**src/logic/sysctl_defs.vh**
```
`ifndef SYSCTL_DEFS_VH
`define SYSCTL_DEFS_VH

// Register byte addresses
`define OFS_SYS_CTRL_SECOND 8'h00
`define OFS_CLK_MODE 8'h04
`define OFS_CLK_STATUS 8'h08
`define OFS_IRQ_STATUS 8'h0c
`define OFS_IRQ_MASK 8'h10

// system_control_second layout and reset
`define SC2_RESET 8'h8a
`define SC2_EDGE_HI 7
`define SC2_EDGE_LO 6
`define SC2_TICK_HI 5
`define SC2_TICK_LO 4
`define SC2_KEY_HI 3
`define SC2_KEY_LO 0
`define WDT_OFF_KEY 4'ha

// External interrupt edge encodings
`define EDGE_OFF 2'h0
`define EDGE_RISE 2'h1
`define EDGE_FALL 2'h2
`define EDGE_BOTH 2'h3

// Fast oscillator option encodings
`define FAST_CRYSTAL 2'h0
`define FAST_EXT_RC 2'h1
`define FAST_INT_RC 2'h2
`define FAST_RESERVED 2'h3

// Internal fast RC frequency option encodings (4, 8, 12 MHz)
`define FAST_INTERNAL_RC_OSC_4MHZ 2'h0
`define FAST_INTERNAL_RC_OSC_8MHZ 2'h1
`define FAST_INTERNAL_RC_OSC_12MHZ 2'h2

// Tick period: 2^(TICK_EXP_BASE + select) source periods
`define TICK_EXP_BASE 10
`define TICK_CNT_W 13

// Interrupt status bits
`define IRQ_EXT_EDGE 0
`define IRQ_TICK 1
`define IRQ_CFG_ERR 2
`define IRQ_W 3

// Clock status bit positions
`define CST_CFG_ERR 0
`define CST_PA6_FREE 1
`define CST_PA5_FREE 2
`define CST_SLOW_SYSCLK 3
`define CST_WDT_RUN 4
`define CST_WDT_FORCE 5
`define CST_FREQ_LO 6
`define CST_FAST_LO 8
`define CST_LXT_OK 10
`define CST_FAST_RUN 11

`endif

```
**src/logic/pin_sync_edge.v**
```verilog
`timescale 1ns/100ps
// Two-stage synchroniser per bit with edge detection on the settled level
module pin_sync_edge #(
	parameter WIDTH = 1
) (
	input wire sys_clk,
	input wire sys_rst,
	input wire clk_en,
	input wire [WIDTH-1:0] async_in,
	output wire [WIDTH-1:0] level_out,
	output wire [WIDTH-1:0] rise_out,
	output wire [WIDTH-1:0] fall_out
);

	genvar i;
	generate
		for (i = 0; i < WIDTH; i = i + 1) begin : g_bit
			reg meta_q;
			reg sync_q;
			reg prev_q;
			// Not reset, so straps already settle while reset is held
			always @(posedge sys_clk) begin
				if (clk_en) begin
					meta_q <= async_in[i];
					sync_q <= meta_q;
				end
			end
			always @(posedge sys_clk) begin
				if (sys_rst) begin
					prev_q <= 1'b0;
				end else if (clk_en) begin
					prev_q <= sync_q;
				end
			end
			assign level_out[i] = sync_q;
			assign rise_out[i] = clk_en & sync_q & ~prev_q;
			assign fall_out[i] = clk_en & ~sync_q & prev_q;
		end
	endgenerate

endmodule // pin_sync_edge

```
**src/logic/sysctl_clock_source_select.v**
```verilog
// Local design decisions: the register offsets and the AHB-Lite slave port.
`timescale 1ns/100ps
`include "sysctl_defs.vh"

// How it works
// - Edge field: off, rising, falling, both
// - Tick period 2^10 to 2^13 source periods
// - Watchdog off only with option off, key 1010
// - Forced option keeps watchdog on, key ignored
// - Fast RC frequency fixed by option: 4/8/12
// - Slow crystal allowed only with fast RC
// - External RC takes line6, line5 stays I/O
// - Fast RC frees line5 and line6 unless the slow crystal is used, which frees neither
// - Five sources; clocks feed watchdog, time base
// - Slow crystal independent of system clock
// - Mode bit picks slow crystal, stops fast RC
// - Slow crystal keeps running during halt
module sysctl_clock_source_select (
	input wire sys_clk,
	input wire sys_rst,
	input wire clk_en,
	input wire hsel,
	input wire [7:0] haddr,
	input wire [1:0] htrans,
	input wire hwrite,
	input wire [2:0] hsize,
	input wire [31:0] hwdata,
	input wire hready,
	output reg hreadyout,
	output reg [31:0] hrdata,
	output reg hresp,
	input wire [1:0] fast_osc_cfg,
	input wire slow_lxt_cfg,
	input wire [1:0] fast_internal_rc_osc_freq_cfg,
	input wire wdt_force_cfg,
	input wire ext_int_pin,
	input wire lxt_clk_pin,
	input wire slow_internal_rc_osc_clk_pin,
	input wire halt_req,
	output reg irq_q,
	output reg ext_int_pulse_q,
	output reg tick_pulse_q,
	output reg watchdog_run_q,
	output reg wdt_clk_lxt_q,
	output reg [1:0] fast_internal_rc_osc_freq_sel_q,
	output reg fast_osc_run_q,
	output reg lxt_run_q,
	output reg sysclk_src_slow_q,
	output reg porta_line5_free_q,
	output reg porta_line6_free_q,
	output reg config_error_q
);

	localparam CFG_W = 6;

	// Synchronised straps and pins
	wire [CFG_W-1:0] cfg_sync;
	wire [2:0] pin_level;
	wire [2:0] pin_rise;
	wire [2:0] pin_fall;

	pin_sync_edge #(
		.WIDTH(CFG_W)
	) u_cfg_sync (
		.sys_clk(sys_clk),
		.sys_rst(sys_rst),
		.clk_en(clk_en),
		.async_in({wdt_force_cfg, fast_internal_rc_osc_freq_cfg, slow_lxt_cfg, fast_osc_cfg}),
		.level_out(cfg_sync),
		.rise_out(),
		.fall_out()
	);

	pin_sync_edge #(
		.WIDTH(3)
	) u_pin_sync (
		.sys_clk(sys_clk),
		.sys_rst(sys_rst),
		.clk_en(clk_en),
		.async_in({slow_internal_rc_osc_clk_pin, lxt_clk_pin, ext_int_pin}),
		.level_out(pin_level),
		.rise_out(pin_rise),
		.fall_out(pin_fall)
	);

	// Option snapshot
	reg [1:0] fast_cfg_q;
	reg lxt_cfg_q;
	reg [1:0] freq_cfg_q;
	reg wdt_force_q;
	reg err_pend_q;

	// Software registers
	reg [7:0] sc2_q;
	reg slow_sel_q;
	reg [`IRQ_W-1:0] irq_stat_q;
	reg [`IRQ_W-1:0] irq_mask_q;
	reg [`TICK_CNT_W-1:0] tick_cnt_q;

	// Bus data phase
	reg wr_pend_q;
	reg [7:0] wr_addr_q;

	// Decoded option view
	wire fast_reserved = (fast_cfg_q == `FAST_RESERVED);
	wire [1:0] fast_eff = fast_reserved ? `FAST_INT_RC : fast_cfg_q;
	wire lxt_ok = lxt_cfg_q & (fast_eff == `FAST_INT_RC);
	wire cfg_bad = fast_reserved | (lxt_cfg_q & ~lxt_ok) | (freq_cfg_q == 2'h3);
	wire slow_eff = lxt_ok & slow_sel_q;

	// Pins released for I/O as {line6, line5}
	function [1:0] pins_free;
		input [1:0] fast;
		input slow_crystal_osc;
		begin
			if (slow_crystal_osc) begin
				pins_free = 2'b00;
			end else begin
				case (fast)
					`FAST_CRYSTAL: pins_free = 2'b00;
					`FAST_EXT_RC: pins_free = 2'b01;
					`FAST_INT_RC: pins_free = 2'b11;
					default: pins_free = 2'b11;
				endcase
			end
		end
	endfunction

	// Low bits that must all be one before the counter wraps a period
	function [`TICK_CNT_W-1:0] tick_mask;
		input [1:0] sel;
		begin
			case (sel)
				2'h0: tick_mask = 13'h03ff;
				2'h1: tick_mask = 13'h07ff;
				2'h2: tick_mask = 13'h0fff;
				default: tick_mask = 13'h1fff;
			endcase
		end
	endfunction

	// Slow crystal edges when present, internal slow RC otherwise
	wire tick_src_edge = lxt_ok ? pin_rise[1] : pin_rise[2];
	wire [`TICK_CNT_W-1:0] cur_mask = tick_mask(sc2_q[`SC2_TICK_HI:`SC2_TICK_LO]);
	wire tick_d = tick_src_edge & ((tick_cnt_q & cur_mask) == cur_mask);

	reg ext_hit;
	always @* begin
		case (sc2_q[`SC2_EDGE_HI:`SC2_EDGE_LO])
			`EDGE_RISE: ext_hit = pin_rise[0];
			`EDGE_FALL: ext_hit = pin_fall[0];
			`EDGE_BOTH: ext_hit = pin_rise[0] | pin_fall[0];
			default: ext_hit = 1'b0;
		endcase
	end

	wire wdt_run_d = wdt_force_q | (sc2_q[`SC2_KEY_HI:`SC2_KEY_LO] != `WDT_OFF_KEY);
	wire [1:0] free_d = pins_free(fast_eff, lxt_ok);

	wire [11:0] clk_status = {
		fast_osc_run_q, lxt_ok, fast_eff, fast_internal_rc_osc_freq_sel_q, wdt_force_q,
		watchdog_run_q, sysclk_src_slow_q, porta_line5_free_q, porta_line6_free_q, config_error_q
	};

	function [31:0] rd_word;
		input [7:0] addr;
		input [7:0] sc2;
		input clkmode;
		input [11:0] cst;
		input [`IRQ_W-1:0] stat;
		input [`IRQ_W-1:0] mask;
		begin
			case (addr)
				`OFS_SYS_CTRL_SECOND: rd_word = {24'h00_0000, sc2};
				`OFS_CLK_MODE: rd_word = {31'h0000_0000, clkmode};
				`OFS_CLK_STATUS: rd_word = {20'h0_0000, cst};
				`OFS_IRQ_STATUS: rd_word = {29'h0000_0000, stat};
				`OFS_IRQ_MASK: rd_word = {29'h0000_0000, mask};
				default: rd_word = 32'h0000_0000;
			endcase
		end
	endfunction

	wire addr_take = hsel & hready & htrans[1];
	wire wr_hit = wr_pend_q & clk_en;

	// Events, and write-one-to-clear with set taking priority
	wire [`IRQ_W-1:0] ev = {err_pend_q & cfg_bad, tick_d, ext_hit};
	wire [`IRQ_W-1:0] w1c = (wr_hit && wr_addr_q == `OFS_IRQ_STATUS) ? hwdata[`IRQ_W-1:0] : {`IRQ_W{1'b0}};
	wire [`IRQ_W-1:0] stat_d = (irq_stat_q & ~w1c) | ev;
	wire [`IRQ_W-1:0] mask_d = (wr_hit && wr_addr_q == `OFS_IRQ_MASK) ? hwdata[`IRQ_W-1:0] : irq_mask_q;

	// Options are latched only while reset is held
	always @(posedge sys_clk) begin
		if (sys_rst && clk_en) begin
			fast_cfg_q <= cfg_sync[1:0];
			lxt_cfg_q <= cfg_sync[2];
			freq_cfg_q <= cfg_sync[4:3];
			wdt_force_q <= cfg_sync[5];
		end
	end

	// Bus slave: zero wait, read data captured at the address phase
	always @(posedge sys_clk) begin
		if (sys_rst) begin
			hreadyout <= 1'b0;
			hrdata <= 32'h0000_0000;
			hresp <= 1'b0;
			wr_pend_q <= 1'b0;
			wr_addr_q <= 8'h00;
		end else if (clk_en) begin
			hreadyout <= 1'b1;
			hresp <= 1'b0;
			wr_pend_q <= addr_take & hwrite;
			if (addr_take) begin
				wr_addr_q <= {haddr[7:2], 2'b00};
				if (!hwrite) begin
					hrdata <= rd_word({haddr[7:2], 2'b00}, sc2_q, slow_sel_q, clk_status, irq_stat_q, irq_mask_q);
				end
			end
		end
	end

	// Software registers and interrupt state
	always @(posedge sys_clk) begin
		if (sys_rst) begin
			sc2_q <= `SC2_RESET;
			slow_sel_q <= 1'b0;
			irq_stat_q <= {`IRQ_W{1'b0}};
			irq_mask_q <= {`IRQ_W{1'b0}};
			irq_q <= 1'b0;
			err_pend_q <= 1'b1;
		end else if (clk_en) begin
			if (wr_hit && wr_addr_q == `OFS_SYS_CTRL_SECOND) begin
				// Key still stored when forced, so software reads back what it wrote
				sc2_q <= hwdata[7:0];
			end
			if (wr_hit && wr_addr_q == `OFS_CLK_MODE) begin
				slow_sel_q <= hwdata[0];
			end
			err_pend_q <= 1'b0;
			irq_stat_q <= stat_d;
			irq_mask_q <= mask_d;
			irq_q <= |(stat_d & mask_d);
		end
	end

	// Time base runs on slow-clock edges and ignores halt
	always @(posedge sys_clk) begin
		if (sys_rst) begin
			tick_cnt_q <= {`TICK_CNT_W{1'b0}};
			tick_pulse_q <= 1'b0;
			ext_int_pulse_q <= 1'b0;
		end else if (clk_en) begin
			if (tick_src_edge) begin
				tick_cnt_q <= tick_cnt_q + 13'h0001;
			end
			tick_pulse_q <= tick_d;
			ext_int_pulse_q <= ext_hit;
		end
	end

	// Clock routing outputs
	always @(posedge sys_clk) begin
		if (sys_rst) begin
			watchdog_run_q <= 1'b1;
			wdt_clk_lxt_q <= 1'b0;
			fast_internal_rc_osc_freq_sel_q <= `FAST_INTERNAL_RC_OSC_4MHZ;
			fast_osc_run_q <= 1'b0;
			lxt_run_q <= 1'b0;
			sysclk_src_slow_q <= 1'b0;
			porta_line5_free_q <= 1'b0;
			porta_line6_free_q <= 1'b0;
			config_error_q <= 1'b0;
		end else if (clk_en) begin
			watchdog_run_q <= wdt_run_d;
			wdt_clk_lxt_q <= lxt_ok;
			fast_internal_rc_osc_freq_sel_q <= (freq_cfg_q == 2'h3) ? `FAST_INTERNAL_RC_OSC_4MHZ : freq_cfg_q;
			// Halt stops the fast source; slow selection also stops the fast RC
			fast_osc_run_q <= ~halt_req & ~slow_eff;
			lxt_run_q <= lxt_ok;
			sysclk_src_slow_q <= slow_eff;
			porta_line5_free_q <= free_d[0];
			porta_line6_free_q <= free_d[1];
			config_error_q <= cfg_bad;
		end
	end

endmodule // sysctl_clock_source_select

```
**config.mk**
```make
export PLATFORM = sky130hd
export DESIGN_NAME = sysctl_clock_source_select
export DESIGN_NICKNAME = d
export VERILOG_FILES = /design/src/logic/pin_sync_edge.v /design/src/logic/sysctl_clock_source_select.v
export VERILOG_INCLUDE_DIRS = /design/src /design/src/logic
export SDC_FILE = /design/constraint.sdc
export NUM_CORES = 1
export LEC_CHECK = 0
export BUFFER_PORTS_ARGS = -buffer_cell sky130_fd_sc_hd__buf_2
export CAP_MARGIN = 20
export CORE_UTILIZATION = 53
export CTS_BUF_LIST = sky130_fd_sc_hd__clkbuf_2
export DETAILED_ROUTE_END_ITERATION = 6
export PLACE_DENSITY = 0.81
export SLEW_MARGIN = 10
export SYNTH_ARGS = -nofsm -noshare
export SYNTH_HDL_FRONTEND = slang
export SYNTH_SLANG_ARGS = --single-unit
```
**constraint.sdc**
```tcl
create_clock -name sys_clk -period 2.5 [get_ports sys_clk]
set_input_delay 0.5 -clock sys_clk [delete_from_list [all_inputs] [get_ports sys_clk]]
set_output_delay 0.5 -clock sys_clk [all_outputs]
set_load 0.02 [all_outputs]
```
# Yosys cells after proc, flatten, opt, wreduce, memory -nomap -nowiden
# Index checks and enable logic that the tools add are counted.
dict set report classes {
  n_addsub 1
  eq_ne 18
  n_mux 10
  n_bitwise 35
  n_reduce_logical 15
}
# op n
set ops {}
lappend ops {{$pmux 12 s5} 1}
lappend ops {{$pmux 13 s3} 1}
lappend ops {{$and 1x1->1} 18}
lappend ops {{$eq 6x2->1 const B} 3}
lappend ops {{$add 13x1->13 const B} 1}
lappend ops {{$and 13x13->13} 1}
lappend ops {{$eq 13x13->1} 1}
lappend ops {{$eq 2x2->1 const B} 6}
lappend ops {{$eq 6x1->1 const B} 2}
lappend ops {{$eq 6x3->1 const B} 2}
lappend ops {{$logic_not 8->1} 1}
lappend ops {{$not 1->1} 8}
lappend ops {{$reduce_and 2->1} 4}
lappend ops {{$and 3x3->3} 2}
lappend ops {{$eq 2x1->1 const B} 3}
lappend ops {{$logic_not 6->1} 1}
lappend ops {{$mux 2} 3}
lappend ops {{$mux 3} 2}
lappend ops {{$logic_and 1x1->1} 5}
lappend ops {{$logic_not 2->1} 2}
lappend ops {{$ne 4x4->1 const B} 1}
lappend ops {{$or 1x1->1} 4}
lappend ops {{$pmux 2 s2} 1}
lappend ops {{$not 3->3} 1}
lappend ops {{other kinds (5)} 5}
dict set report word_totals {
  register_bits 108
  input_bits 61
  output_inout_bits 47
  wordCells 125
}

# Depth between registers and ports, before layout
dict set report depth {
  ltp_word 12
  ltp_mapped 6
}

# Cells and area by module
# From an unflattened synthesis, not the netlist that was laid out.
dict set report hier_totals {
  hier_cells 422
  hier_area_um2 4214.0
}
# module instances cells_per_inst area_each_um2 seq_area_each_um2
set modules_own_cells {}
lappend modules_own_cells {sysctl_clock_source_select 1 338 3091.7 1401.3}
lappend modules_own_cells {{pin_sync_edge at u_cfg_sync} 1 56 748.2 480.5}
lappend modules_own_cells {{pin_sync_edge at u_pin_sync} 1 28 374.1 240.2}

# Worst setup path before layout
# No wires, ideal clock.
dict set report synth_path {
  path_type {input -> register}
  startpoint {in clk_en}
  endpoint {reg sc2_q[1]}
  setup_ns 0.120
  t_arrival_ns 1.779
  required_time_ns 2.380
  path_slack_ns 0.601
  path_stages 6
  n_path_buf 1
  cell_sequence {nand2b_1 or4_1 nor3_1 buf_2 nor2b_1 a211o_1}
}
dict set report synth_between {
  elab_chain_len 3
}
# item line
set synth_rtl {}
lappend synth_rtl {{start, declared} sysctl_clock_source_select.v:21} ;# input wire clk_en,
lappend synth_rtl {{$and 1x1->1} sysctl_clock_source_select.v:185} ;# wire wr_hit = wr_pend_q & clk_en;
lappend synth_rtl {{$logic_and 1x1->1 (no line)} -}
lappend synth_rtl {{$reduce_and 2->1 (no line) (*)} -}
lappend synth_rtl {{end signal, assigned} sysctl_clock_source_select.v:227} ;# sc2_q <= `SC2_RESET;
lappend synth_rtl {{end signal, assigned} sysctl_clock_source_select.v:236} ;# sc2_q <= hwdata[7:0];
lappend synth_rtl {{end, declared} sysctl_clock_source_select.v:94} ;# reg [7:0] sc2_q;
# Every way passes the cells marked *; elsewhere a longest branch is shown, timed or not.
# A chain may end at the register's enable or synchronous reset.

# Final worst setup path
dict set report layout_path {
  startpoint {reg wr_addr_q[2]}
  endpoint {reg irq_q}
}
dict set report layout_between {
  elab_chain_len 8
  word_cells_on_any_way 11
}
# item line
set layout_rtl {}
lappend layout_rtl {{start, declared} sysctl_clock_source_select.v:102} ;# reg [7:0] wr_addr_q;
lappend layout_rtl {{start signal, assigned} sysctl_clock_source_select.v:216} ;# wr_addr_q <= {haddr[7:2], 2'b00};
lappend layout_rtl {{$eq 6x2->1 (no line)} -}
lappend layout_rtl {{$logic_and 1x1->1 (no line)} -}
lappend layout_rtl {{$mux 3} sysctl_clock_source_select.v:189} ;# wire [`IRQ_W-1:0] w1c = (wr_hit && wr_addr_q == `OFS_IRQ_STATUS) ? hwdata[`IRQ_W-1:0] : {`IRQ_W{1'b0}};
lappend layout_rtl {{$not 3->3} sysctl_clock_source_select.v:190} ;# wire [`IRQ_W-1:0] stat_d = (irq_stat_q & ~w1c) | ev;
lappend layout_rtl {{$and 3x3->3} sysctl_clock_source_select.v:190}
lappend layout_rtl {{$or 3x3->3} sysctl_clock_source_select.v:190}
lappend layout_rtl {{$and 3x3->3 (*)} sysctl_clock_source_select.v:244} ;# irq_q <= |(stat_d & mask_d);
lappend layout_rtl {{$reduce_or 3->1 (*)} sysctl_clock_source_select.v:244}
lappend layout_rtl {{end signal, assigned} sysctl_clock_source_select.v:244}
lappend layout_rtl {{end, declared} sysctl_clock_source_select.v:40} ;# output reg irq_q,
# Marks and branches as above.

==> flow_summary.ini <==
[outcome]
status = complete, no violations

[route]
vias = 2801
firstDrtPassIters = 4
wl_um = 7482
vias_per_cell = 5.536
drc = 0
drtIter0Drc = 142
ant_nets = 0
wl_per_cell_um = 14.79

[floorplan]
core_um2 = 6756
top_level_ports = 108
start_util_pct = 54.67
fp.dieW_um = 85.48
die_h_um = 85.48
num_rows = 30
die_area_um2 = 7307

[sta]
min_period_over_period_pct = 80.54
hold_viol = 0
rsz0062_at_grt = false
setup_viol = 0
max_freq_ghz = 0.4966
tns_ns = 0
timing.hold.ws_ns = 0.1182
min_period_ns = 2.014
maxSlewHeadroom_pct = 58.17
final.setup.worst_slack_ns = 0.4865
fin_worst_skew_ns = 0.03113
tightestPinTransition_ns = 0.6274
drv_slew = 0

[worst_setup_path]
path_max_fanout = 5
reg2reg_from = wr_addr_q[2]$_SDFFE_PP0P_
path_cells = or3b_1 -> or4_1 -> mux2i_1 -> a221oi_1 -> a211o_1
cp_top_family = simple AND/OR/NAND/NOR gates
startpoint = wr_addr_q[2]$_SDFFE_PP0P_
worst-path-buf-inv = 0
cp_slowest_cell = or4_1
crit_path_start_kind = flip-flop
worstSetupPathType = reg -> reg
arrival_ns = 2.44
cp-end-kind = flip-flop
critical_path_required_ns = 2.92
critPathMaxStageDelay_ns = 0.51

[synthesis]
synth_warnings = 0
ys_ff_latch = 88
synthArstFlopShare_pct = 0
syn_inst = 366
ys_dominant_reg_cell = dfxtp_1
syn_avg_cell_area_um2 = 10.09
synth_cell_type_count = 57
synthesis.area_um2 = 3694
synth_edf_count = 24
ys_seq_area_share_pct = 54.20

[finish]
num-nets-final = 483
diodes = 0
drive_above_1_share_pct = 20.19
most-common-layout-cells = 64 x dfxtp_1, 56 x buf_2, 44 x nor2_1, 35 x nand2_1, 24 x edfxtp_1
area_growth_pct = 10.70
stdcell_area_um2 = 4089
final_common_cell = dfxtp_1

[cts]
cts_resized = 0
cts_tree = done
numCtsBuffers = 9
clockRootBuffer = clkbuf_2
cts.hold.buffers_added = 0
clkLatencyLatePin_ns = 0.53
cts.clk_slew.worst_paths_ns = 0.23
htree_levels = 3
cts_max_path_buffers = 2
postCtsSetupBuffers = 0
clkSinkCount = 88

[placed_design]
placed_area_um2 = 3974
dp_slack_ns = 0.3954
dp_hpwl_um = 5374
gp_congestion = 0.8866
port_buffers = 56

[grt]
track_usage_pct = 20.96
antenna_found_initial = 0
grt_first_pass_wirelength_um = 11610
grt_max_degree = 37
grt_overflow_total = 0
first_global_vias = 2561

[pwr]
p_leak_nw = 1.635
vdd_drop_max_mv = 0.4022
power_density_nw_per_um2 = 600.4

[hold_path]
min_path_type = in -> reg
hold_path_startpoint = fast_osc_cfg[1]

[run]
drv_cap = 0
-- synthesized netlist by cell type (all sizes together) (2+ instances only) --
library cell	count	area [um2]
inv	4	15.01
a211o	5	43.79
o21a	3	22.52
o21ai	3	15.01
nand4	7	43.79
or4	3	22.52
buf	31	205.2
a21oi	22	110.1
xnor2	5	43.79
and4	2	17.52
dfxtp	64	1281
nor2b	4	25.02
and3	2	12.51
or3b	3	26.28
nor3	8	40.04
nor2	44	165.2
nand3	9	45.04
a2bb2oi	2	17.52
clkbuf	10	37.54
or3	3	18.77
o22ai	2	12.51
nor4	2	18.77
nand2	35	131.4
nand3b	4	30.03
a22o	5	43.79
nand2b	3	18.77
xor2	6	52.55
edfxtp	24	720.7
and2	3	18.77
a31oi	2	12.51
a22oi	9	67.56
mux2i	17	170.2
nor4b	2	32.53
-- cell families (layout without fill, tap and decap cells) --
logic type,count (synthesis),in the layout,share of synthesized area (%)
buffers and inverters,45,85,6.978
adder cells (fa/ha/maj),1,1,0.3387
other,1,21,0.1015
multiplexers,17,17,4.607
AND/OR/NAND/NOR,138,138,19.04
XOR/XNOR,11,11,2.608
flip-flops,88,88,54.20
AO/OA/AOI/OAI,65,65,12.13
-- layout make-up --
cell class                      instances  area, um2
Timing Repair Buffer                   65      347.8
Clock inverter                          5      60.06
Tap cell                               80      100.1
Sequential cell                        88       2002
Inverter                                4      15.01
Clock buffer                           11      55.05
Fill cell                             592       2668
Multi-Input combinational cell        253       1509
-- layer usage --
| metal | part of all wire (%) | GRT usage [%] |
|---|---|---|
| met1 | 42 | 25.25 |
| met2 | 51 | 36.00 |
| met3 | 4.7 | 4.086 |
| met4 | 2.1 | 10.15 |
| met5 | 0 | 0 |
-- worst paths after layout --
check | end | cells after the start | slack [ns]
setup reg to reg | irq_q$_SDFFE_PP0P_ | 5 | 0.49
hold reg to reg | u_pin_sync.g_bit[1].sync_q$_DFFE_PP_ | 0 | 0.45
hold / removal | u_cfg_sync.g_bit[1].meta_q$_DFFE_PP_ | 1 | 0.12
setup / recovery | irq_q$_SDFFE_PP0P_ | 5 | 0.49
-- registers in the layout, summed over array words and instances, names as in the netlist, 3 cells and up --
signal                   count
u_pin_sync.g_bit.meta_q      3
u_cfg_sync.g_bit.meta_q      6
sc2_q                        8
wr_addr_q                    6
irq_mask_q                   3
u_pin_sync.g_bit.prev_q      3
hrdata                      12
irq_stat_q                   3
tick_cnt_q                  13
u_cfg_sync.g_bit.sync_q      6
u_pin_sync.g_bit.sync_q      3
-- metrics by stage --
step / power, mW / cells / util (%)
finish: 2.455 / 506 / 60.52
global route: 2.555 / 506 / 60.52
CTS: 2.467 / 506 / 60.52
detailed placement: 1.773 / 490 / 58.81
global placement: 1.763 / 490 / 58.81
floorplan: 1.721 / 386 / -
-- report_power, final --
group | internal, mW | switching (mW) | total (mW)
Clock | 0.241 | 0.470 | 0.710
Combinational | 0.0662 | 0.133 | 0.199
Sequential | 1.52 | 0.0282 | 1.55
Total | 1.82 | 0.630 | 2.46
Note: power is estimated with default switching activity, not from simulation.
